===== src/rtl/mcp_pkg.sv =====
// Shared constants and types for the monitor control-pin block
package mcp_pkg;

  ////////////////////////////////////////////////////////////////////////////
  // Register byte offsets on the APB window
  localparam logic [7:0] CFG_OFS       = 8'h40;
  localparam logic [7:0] VID_LO_OFS    = 8'h50;
  localparam logic [7:0] VID_HI_OFS    = 8'h54;
  localparam logic [7:0] VID_MODE_OFS  = 8'h58;
  localparam logic [7:0] IRQ_STS_OFS   = 8'h60;
  localparam logic [7:0] IRQ_CLR_OFS   = 8'h64;
  localparam logic [7:0] IRQ_EN_OFS    = 8'h68;

  ////////////////////////////////////////////////////////////////////////////
  // Field positions
  localparam int CFG_INT_EN_BIT   = 1;
  localparam int CFG_RST_PULSE_BIT = 4;
  localparam int STS_EXT_RST_BIT  = 5;
  localparam int STS_PULSE_DONE_BIT = 6;
  localparam int VID_W            = 5;
  localparam int STS_W            = 7;

  ////////////////////////////////////////////////////////////////////////////
  // Reset values
  localparam logic [7:0]       CFG_RST      = 8'h00;
  localparam logic [VID_W-1:0] VID_MODE_RST = 5'h00;
  localparam logic [STS_W-1:0] IRQ_EN_RST   = 7'h00;

  ////////////////////////////////////////////////////////////////////////////
  // Timing
  localparam longint unsigned CLK_HZ        = 64'd40000000;
  localparam longint unsigned RST_PULSE_MS  = 64'd45;
  localparam longint unsigned RST_PULSE_CYC = (RST_PULSE_MS * CLK_HZ + 64'd999) / 64'd1000;
  localparam int              RST_GUARD_CYC = 3;

  ////////////////////////////////////////////////////////////////////////////
  // Types
  typedef struct packed {
    logic        psel;
    logic        penable;
    logic        pwrite;
    logic [7:0]  paddr;
    logic [31:0] pwdata;
  } mcp_apb_req_t;

  typedef enum logic [1:0] {
    RST_IDLE  = 2'b00,
    RST_DRIVE = 2'b01,
    RST_GUARD = 2'b11
  } mcp_rst_state_t;

endpackage


===== src/rtl/mcp_top.sv =====
// Control-pin logic of the hardware monitor: interrupt, reset, test and VID pins
//
// Notes on behaviour
// The open-drain interrupt pin is only driven while config bit 1 at 40h is set, and is off after reset.
// Setting config bit 4 at 40h pulls the master reset pin low for at least 45 ms.
// A low level on the master reset pin made by someone else is reported as a reset request.
// A high test-select input enters connectivity test mode and turns the address pin into the result output.
// Outside test mode the shared test pin serves as the analog output.
// The four lower voltage-ID pins are sampled into one readable status register.
// The fifth voltage-ID pin is captured into a status register of its own.
// Each voltage-ID pin can be switched by software to act as an interrupt input.
// Pin inputs pass a two-flop synchroniser before any logic reads them.
//
// The register addresses and register access over APB are this design's own decisions.
`timescale 1ns/1ps
module mcp_top #(
  parameter int unsigned RST_PULSE_CYC = int'(mcp_pkg::RST_PULSE_CYC)
) (
  // Clock and reset
  input  wire logic        i_clk,
  input  wire logic        i_rst_n,
  // APB slave
  input  wire logic        i_psel,
  input  wire logic        i_penable,
  input  wire logic        i_pwrite,
  input  wire logic [7:0]  i_paddr,
  input  wire logic [31:0] i_pwdata,
  output logic      [31:0] o_prdata,
  output logic             o_pready,
  output logic             o_pslverr,
  // Interrupt
  output logic             o_irq,
  output logic             o_int_pin_o,
  output logic             o_int_pin_oe,
  // Master reset pin
  input  wire logic        i_master_rst_pin,
  output logic             o_master_rst_pin_o,
  output logic             o_master_rst_pin_oe,
  output logic             o_reset_req,
  // Test pins
  input  wire logic        i_test_select_or_analog_out,
  output logic             o_analog_out_en,
  output logic             o_test_mode,
  output logic             o_test_result_or_addr_select_o,
  output logic             o_test_result_or_addr_select_oe,
  // Voltage-ID pins
  input  wire logic        i_core_volt_id_0,
  input  wire logic        i_core_volt_id_1,
  input  wire logic        i_core_volt_id_2,
  input  wire logic        i_core_volt_id_3,
  input  wire logic        i_core_volt_id_4
);

  localparam int VW = mcp_pkg::VID_W;
  localparam int SW = mcp_pkg::STS_W;

  ////////////////////////////////////////////////////////////////////////////
  // Pin synchronisers
  logic [VW-1:0] vid_pins;
  logic [VW-1:0] vid_sync;
  logic          rst_pin_sync;
  logic          test_sync;

  assign vid_pins = {i_core_volt_id_4, i_core_volt_id_3, i_core_volt_id_2,
                     i_core_volt_id_1, i_core_volt_id_0};

  mcp_sync #(.W(VW), .INIT({VW{1'b1}})) u_vid_sync (
    .i_clk   (i_clk),
    .i_rst_n (i_rst_n),
    .i_d     (vid_pins),
    .o_q     (vid_sync)
  );

  mcp_sync #(.W(2), .INIT(2'b10)) u_ctl_sync (
    .i_clk   (i_clk),
    .i_rst_n (i_rst_n),
    .i_d     ({i_master_rst_pin, i_test_select_or_analog_out}),
    .o_q     ({rst_pin_sync, test_sync})
  );

  ////////////////////////////////////////////////////////////////////////////
  // APB decode
  mcp_pkg::mcp_apb_req_t req;
  logic                  acc;
  logic                  wr_fire;
  logic                  hit_cfg;
  logic                  hit_vlo;
  logic                  hit_vhi;
  logic                  hit_mode;
  logic                  hit_sts;
  logic                  hit_clr;
  logic                  hit_en;
  logic                  mapped;
  logic [31:0]           rd_mux;

  function automatic logic hit(input logic [7:0] a, input logic [7:0] ofs);
    return a == ofs;
  endfunction

  assign req      = '{psel: i_psel, penable: i_penable, pwrite: i_pwrite,
                      paddr: i_paddr, pwdata: i_pwdata};
  assign acc      = req.psel && req.penable;
  assign wr_fire  = acc && o_pready && req.pwrite && mapped;
  assign hit_cfg  = hit(req.paddr, mcp_pkg::CFG_OFS);
  assign hit_vlo  = hit(req.paddr, mcp_pkg::VID_LO_OFS);
  assign hit_vhi  = hit(req.paddr, mcp_pkg::VID_HI_OFS);
  assign hit_mode = hit(req.paddr, mcp_pkg::VID_MODE_OFS);
  assign hit_sts  = hit(req.paddr, mcp_pkg::IRQ_STS_OFS);
  assign hit_clr  = hit(req.paddr, mcp_pkg::IRQ_CLR_OFS);
  assign hit_en   = hit(req.paddr, mcp_pkg::IRQ_EN_OFS);
  assign mapped   = hit_cfg | hit_vlo | hit_vhi | hit_mode | hit_sts | hit_clr | hit_en;

  ////////////////////////////////////////////////////////////////////////////
  // Registers
  logic [7:0]    cfg_reg;
  logic [7:0]    cfg_next;
  logic [3:0]    vid_lo_reg;
  logic          vid_hi_reg;
  logic [VW-1:0] vid_mode_reg;
  logic [VW-1:0] vid_prev_reg;
  logic [SW-1:0] sts_reg;
  logic [SW-1:0] sts_next;
  logic [SW-1:0] sts_set;
  logic [SW-1:0] sts_clr;
  logic [SW-1:0] en_reg;
  logic          pulse_cmd;
  logic          pulse_done;
  logic          ext_rst_seen;
  logic          ext_rst_prev_reg;
  // Reset-pulse state, read by the config self-clear below
  mcp_pkg::mcp_rst_state_t rst_state;
  mcp_pkg::mcp_rst_state_t rst_state_next;
  logic [1:0]              guard_reg;

  // Bit 4 is a self-clearing command: it reads back high while the pulse runs
  assign pulse_cmd = wr_fire && hit_cfg && req.pwdata[mcp_pkg::CFG_RST_PULSE_BIT];
  always_comb begin
    cfg_next = cfg_reg;
    if (wr_fire && hit_cfg) begin
      cfg_next = req.pwdata[7:0];
    end
    cfg_next[mcp_pkg::CFG_RST_PULSE_BIT] = pulse_cmd || rst_state != mcp_pkg::RST_IDLE;
  end

  // Interrupt-mode pins raise an event on a falling level (the pins idle high)
  assign sts_set = {pulse_done, ext_rst_seen && !ext_rst_prev_reg,
                    vid_mode_reg & vid_prev_reg & ~vid_sync};
  assign sts_clr  = (wr_fire && hit_clr) ? req.pwdata[SW-1:0] : '0;
  assign sts_next = (sts_reg & ~sts_clr) | sts_set;

  always_ff @(posedge i_clk or negedge i_rst_n) begin
    if (!i_rst_n) begin
      cfg_reg          <= mcp_pkg::CFG_RST;
      vid_lo_reg       <= 4'hf;
      vid_hi_reg       <= 1'b1;
      vid_mode_reg     <= mcp_pkg::VID_MODE_RST;
      vid_prev_reg     <= {VW{1'b1}};
      sts_reg          <= '0;
      en_reg           <= mcp_pkg::IRQ_EN_RST;
      ext_rst_prev_reg <= 1'b0;
    end else begin
      cfg_reg          <= cfg_next;
      vid_lo_reg       <= vid_sync[3:0];
      vid_hi_reg       <= vid_sync[4];
      vid_prev_reg     <= vid_sync;
      sts_reg          <= sts_next;
      ext_rst_prev_reg <= ext_rst_seen;
      if (wr_fire && hit_mode) begin
        vid_mode_reg <= req.pwdata[VW-1:0];
      end
      if (wr_fire && hit_en) begin
        en_reg <= req.pwdata[SW-1:0];
      end
    end
  end

  ////////////////////////////////////////////////////////////////////////////
  // Read mux and APB answer: one wait state, so pready is a flop
  always_comb begin
    rd_mux = 32'h0000_0000;
    if (hit_cfg) begin
      rd_mux[7:0] = cfg_reg;
    end
    if (hit_vlo) begin
      rd_mux[3:0] = vid_lo_reg;
    end
    if (hit_vhi) begin
      rd_mux[0] = vid_hi_reg;
    end
    if (hit_mode) begin
      rd_mux[VW-1:0] = vid_mode_reg;
    end
    if (hit_sts) begin
      rd_mux[SW-1:0] = sts_reg;
    end
    if (hit_en) begin
      rd_mux[SW-1:0] = en_reg;
    end
  end

  always_ff @(posedge i_clk or negedge i_rst_n) begin
    if (!i_rst_n) begin
      o_pready  <= 1'b0;
      o_prdata  <= 32'h0000_0000;
      o_pslverr <= 1'b0;
    end else begin
      o_pready  <= acc && !o_pready;
      o_pslverr <= acc && !o_pready && !mapped;
      if (acc && !o_pready && !req.pwrite) begin
        o_prdata <= rd_mux;
      end
    end
  end

  ////////////////////////////////////////////////////////////////////////////
  // Master reset pin: drive, then mask our own echo for a few cycles

  mcp_pulse_timer #(.CYC(RST_PULSE_CYC)) u_pulse (
    .i_clk   (i_clk),
    .i_rst_n (i_rst_n),
    .i_start (pulse_cmd && rst_state == mcp_pkg::RST_IDLE),
    .o_done  (pulse_done)
  );

  always_comb begin
    rst_state_next = rst_state;
    unique case (rst_state)
      mcp_pkg::RST_IDLE:  if (pulse_cmd) rst_state_next = mcp_pkg::RST_DRIVE;
      mcp_pkg::RST_DRIVE: if (pulse_done) rst_state_next = mcp_pkg::RST_GUARD;
      mcp_pkg::RST_GUARD: if (guard_reg == 2'(mcp_pkg::RST_GUARD_CYC - 1)) rst_state_next = mcp_pkg::RST_IDLE;
      default:            rst_state_next = mcp_pkg::RST_IDLE;
    endcase
  end

  assign ext_rst_seen = !rst_pin_sync && rst_state == mcp_pkg::RST_IDLE;

  always_ff @(posedge i_clk or negedge i_rst_n) begin
    if (!i_rst_n) begin
      rst_state           <= mcp_pkg::RST_IDLE;
      guard_reg           <= 2'h0;
      o_master_rst_pin_oe <= 1'b0;
      o_reset_req         <= 1'b0;
    end else begin
      rst_state           <= rst_state_next;
      guard_reg           <= (rst_state == mcp_pkg::RST_GUARD) ? guard_reg + 2'h1 : 2'h0;
      o_master_rst_pin_oe <= rst_state_next == mcp_pkg::RST_DRIVE;
      o_reset_req         <= ext_rst_seen;
    end
  end
  assign o_master_rst_pin_o = 1'b0;

  ////////////////////////////////////////////////////////////////////////////
  // Interrupt outputs and test mode
  logic irq_any;

  assign irq_any = |(sts_reg & en_reg);

  always_ff @(posedge i_clk or negedge i_rst_n) begin
    if (!i_rst_n) begin
      o_irq                           <= 1'b0;
      o_int_pin_oe                    <= 1'b0;
      o_test_mode                     <= 1'b0;
      o_analog_out_en                 <= 1'b1;
      o_test_result_or_addr_select_o  <= 1'b0;
      o_test_result_or_addr_select_oe <= 1'b0;
    end else begin
      o_irq                           <= irq_any;
      o_int_pin_oe                    <= irq_any && cfg_reg[mcp_pkg::CFG_INT_EN_BIT];
      o_test_mode                     <= test_sync;
      o_analog_out_en                 <= !test_sync;
      o_test_result_or_addr_select_o  <= ~&{vid_sync, rst_pin_sync};
      o_test_result_or_addr_select_oe <= test_sync;
    end
  end
  assign o_int_pin_o = 1'b0;

  logic [31:0] drive_len_reg;
  always_ff @(posedge i_clk or negedge i_rst_n) begin
    if (!i_rst_n) begin
      drive_len_reg <= 32'h0;
    end else begin
      drive_len_reg <= o_master_rst_pin_oe ? drive_len_reg + 32'h1 : 32'h0;
    end
  end
endmodule // mcp_top


===== src/rtl/mcp_sync.sv =====
// Two-flop synchroniser for asynchronous pin levels
`timescale 1ns/1ps
module mcp_sync #(
  parameter int W = 1,
  parameter logic [W-1:0] INIT = '0
) (
  // Clock and reset
  input  wire logic         i_clk,
  input  wire logic         i_rst_n,
  // Level in and out
  input  wire logic [W-1:0] i_d,
  output logic      [W-1:0] o_q
);

  logic [W-1:0] meta_reg;

  always_ff @(posedge i_clk or negedge i_rst_n) begin
    if (!i_rst_n) begin
      meta_reg <= INIT;
      o_q      <= INIT;
    end else begin
      meta_reg <= i_d;
      o_q      <= meta_reg;
    end
  end
endmodule // mcp_sync


===== src/rtl/mcp_pulse_timer.sv =====
// Down-counter that times the minimum reset pulse
`timescale 1ns/1ps
module mcp_pulse_timer #(
  parameter int unsigned CYC = 1800000
) (
  // Clock and reset
  input  wire logic i_clk,
  input  wire logic i_rst_n,
  // Control
  input  wire logic i_start,
  output logic      o_done
);

  localparam int CW = $clog2(CYC + 1);

  logic [CW-1:0] cnt_reg;
  logic          run_reg;

  always_ff @(posedge i_clk or negedge i_rst_n) begin
    if (!i_rst_n) begin
      cnt_reg <= '0;
      run_reg <= 1'b0;
      o_done  <= 1'b0;
    end else begin
      o_done <= run_reg && cnt_reg == CW'(1);
      if (i_start) begin
        cnt_reg <= CW'(CYC);
        run_reg <= 1'b1;
      end else if (run_reg) begin
        cnt_reg <= cnt_reg - CW'(1);
        run_reg <= cnt_reg != CW'(1);
      end
    end
  end
endmodule // mcp_pulse_timer


===== config.mk =====
export PLATFORM = sky130hd
export DESIGN_NAME = mcp_top
export DESIGN_NICKNAME = d
export VERILOG_FILES = /design/src/rtl/mcp_pkg.sv /design/src/rtl/mcp_top.sv /design/src/rtl/mcp_sync.sv /design/src/rtl/mcp_pulse_timer.sv
export SDC_FILE = /design/constraint.sdc
export NUM_CORES = 1
export LEC_CHECK = 0
export BUFFER_PORTS_ARGS = -buffer_cell sky130_fd_sc_hd__buf_2
export CAP_MARGIN = 20
export CELL_PAD_IN_SITES_DETAIL_PLACEMENT = 0
export CELL_PAD_IN_SITES_GLOBAL_PLACEMENT = 1
export CORE_ASPECT_RATIO = 0.9
export CORE_MARGIN = 2
export CORE_UTILIZATION = 45
export DETAILED_ROUTE_END_ITERATION = 10
export GPL_ROUTABILITY_DRIVEN = 1
export MAX_ROUTING_LAYER = met4
export PLACE_DENSITY = 0.86
export RECOVER_POWER = 25
export SYNTH_ARGS = -nofsm -noshare
export SYNTH_HDL_FRONTEND = slang
export SYNTH_SLANG_ARGS = --single-unit

===== constraint.sdc =====
create_clock -name i_clk -period 4.5 [get_ports i_clk]
set_input_delay 1.125 -clock i_clk [delete_from_list [all_inputs] [get_ports i_clk]]
set_output_delay 1.125 -clock i_clk [all_outputs]
set_load 0.05 [all_outputs]

==> key figures <==
Setup path
  • Critical path fanouts, max: 23
  • Worst-case reg-to-reg path depth: 4
  • Crit. End Element: register
  • Crit path DAT: between 2 and 3 ns
  • CP Class: input port to register
  • Worst setup SP type: input port
  • Required @ worst endpoint: between 4 and 5 ns

Hold path
  • Hold Path Class: register to register
  • Hold Crit Depth: 0

Final layout
  • Area grow syn2layout: 11.8%
  • Max reg flops: 21
  • Diode count: 0
  • Layout cell share with drive strength beyond 1: about a quarter
  • Nets: ~490

Synthesis
  • Seq cells post-synth: 90
  • Synth Instances: a little under 400
  • Asr flop ratio synth: 100%
  • Commonest cells in the netlist: 72 x dfrtp_1, 62 x nand2_1, 27 x buf_4
  • Main flop type after synthesis: dfrtp_1
  • Mean Syn Cell Area: ~11 µm²
  • Synthesized area: 4120 µm²
  • Synth area leaders: dfrtp_1 44%, dfstp_2 11%, nand2_1 5.6%, buf_4 4.9%, mux2_2 4.9%
  • Most numerous cell in the Yosys netlist: dfrtp_1
  • Yosys top cell area share: between 40 and 50%
  • Post-synthesis sequential area ratio: 55.2%
  • EDFF count, synth: 0
  • Yosys warning count: 0
  • Yosys cell types: 53
  • Cell taking the most area after synthesis: dfrtp_1

Floorplan
  • Initial Util: 45.8%
  • Die H: between 90 and 100 µm
  • Ports: 96
  • Die width: approximately 100 µm
  • Core outline area: 9000 µm²
  • Die area: slightly below 10,000 µm²
  • Row Count: 33

Route
  • DR vias: 2,900
  • Avg Vias per Cell: roughly 5.2
  • DR DRC count: 0
  • Iter 0 DRT Violations: between 150 and 200
  • Routed Wire Length: 8370 µm
  • Wire per inst: between 15 and 20 µm
  • Post-route ant nets: 0
  • Detailed Routing Iterations Pass 1: 4

Pwr
  • Worst VDD drop: ~0.00015 V
  • Leak: about 2.0 nW
  • Power per cell area: ~360 nW/µm²
  • Power Total: 1.65 mW

Clock tree
  • Max H-tree Level: 3
  • Clock Sink Count: 90
  • CTS tree: done
  • Worst-case clock buffer depth: 2
  • CTS Hold Bufs: 0
  • Post-cts sizing count: 0
  • Num CTS Buffers: 9
  • Root buffer cell: clkbuf_8
  • Worst-path clk slew: roughly 0.090 ns
  • Worst-skew pair later-pin latency: 0.36 ns
  • Post-CTS Setup Repair Bufs: 0

Global routing
  • Largest net degree at the start of global routing: 91
  • Met1 global-route usage: a little over a quarter
  • GR Util met3: 2.97%
  • Vias in the first global route: between 2,000 and 3,000
  • First-pass GRT wire length: about 14,000 µm
  • Global route overflow: 0
  • Met2 Track Usage GR: a little over a quarter
  • Initial antenna violation count: 0
  • Global route hottest layer: met1
  • GR Util All Layers: a little under a fifth

Timing
  • Worst-margin pin slew: approximately 1.4 ns
  • Max Slew Vio Count: 0
  • Slew margin rel.: 3.62%
  • RSZ-0062 raised after global routing: no
  • Final hold violations: 0
  • Setup TNS: 0 ns
  • Fin worst setup slack: approximately 1.8 ns
  • Clock skew: about 0.016 ns
  • Clock period minus worst slack: 2.75 ns
  • Setup Viol. Count Final: 0
  • Max frequency: 0.364 GHz
  • Fin crit share: ~61%

Placement
  • GP Congestion: between 0.7 and 0.8
  • IO buf count: 45
  • DP Wirelength: 5590 µm
  • Worst slack at placement: 1.39 ns

Outcome
  • Outcome: finished clean

Run
  • Max Cap Viol: 0
per-layer routing:
| metal | wire length (µm) | up-vias |
|---|---|---|
| li1 | - | 1382 |
| met1 | 4200 | 1393 |
| met2 | 3620 | 112 |
| met3 | 411 | 13 |
| met4 | 137 | 0 |
| met5 | 0 | - |
power breakdown:
part           internal (mW)  switching [mW]
registers              0.850          0.0344
logic                 0.0459           0.132
clock network          0.278           0.309
total                   1.17           0.475
worst max-delay path: stages:
cell and delay (ns):
buf_2 0.25, or3_1 0.44, or4_1 0.73, nor2_4 0.33
a211oi_1 0.08
metrics by stage:
| stage | cell area (µm²) | hold slack [ns] | util [%] | cells |
|---|---|---|---|---|
| 3_5_place_dp | 4360 | 0.346 | 48.5 | 540 |
| 5_1_grt | 4610 | 0.369 | 51.2 | 557 |
| 3_3_place_gp | 4360 | 0.339 | 48.5 | 540 |
| 2_1_floorplan | 4210 | 0.331 | - | 410 |
| 6_report | 4610 | 0.360 | 51.2 | 557 |
| 4_1_cts | 4580 | 0.360 | 50.9 | 556 |
worst paths after layout:
kind,slack [ns],end,from
worst max-delay path,1.75,u_pulse.cnt_reg[1]$_DFFE_PN0P_,i_paddr[3]
worst min-delay path,0.36,u_ctl_sync.o_q[1]$_DFF_PN1_,u_ctl_sync.meta_reg[1]$_DFF_PN1_
worst max register to register,2.26,u_pulse.cnt_reg[19]$_DFFE_PN0P_,u_pulse.cnt_reg[7]$_DFFE_PN0P_
worst min register to register,0.36,u_ctl_sync.o_q[1]$_DFF_PN1_,u_ctl_sync.meta_reg[1]$_DFF_PN1_
max in group asynchronous,2.39,u_ctl_sync.meta_reg[1]$_DFF_PN1_,i_rst_n
min in group asynchronous,1.09,u_pulse.cnt_reg[13]$_DFFE_PN0P_,i_rst_n
layout by cell type, fill, tap and decap left out, drive strengths merged, types with 2 or more instances in the layout:
cell / n
dfrtp: 72
nand2: 62
buf: 47
conb: 26
nor2: 23
mux2: 18
dfstp: 18
o21ai: 14
inv: 14
clkbuf: 12
nand3: 11
a21oi: 9
nor3: 9
or3: 8
xnor2: 7
a22oi: 6
xor2: 6
nor4: 6
or4: 6
nand2b: 5
o2bb2ai: 5
o31ai: 5
nand4: 4
a22o: 4
and2: 4
mux2i: 3
o21a: 3
ha: 3
a311oi: 2
and4: 2
nand3b: 2
nor2b: 2
a211oi: 2
cell families after synthesis:
family	count (synthesis)	synth area share [%]
DFF	90	55.2
other	1	0.0910
and+or+nand+nor	152	19.0
xor gates and xnor gates	13	2.76
adders and majority gates	3	0.911
muxes	21	5.65
buffers and inverters	49	7.05
AOI/OAI and AO/OA	56	9.29
final cells by class:
type	instances	area, µm²
clock buffers	11	174
clock inverters	5	45.0
fillers	843	4400
inverters	10	37.5
multi-input cells	271	1660
flip-flops and latches	90	2270
well taps	122	153
repair buffers	48	267
Note: power is estimated with default switching activity, not from simulation.
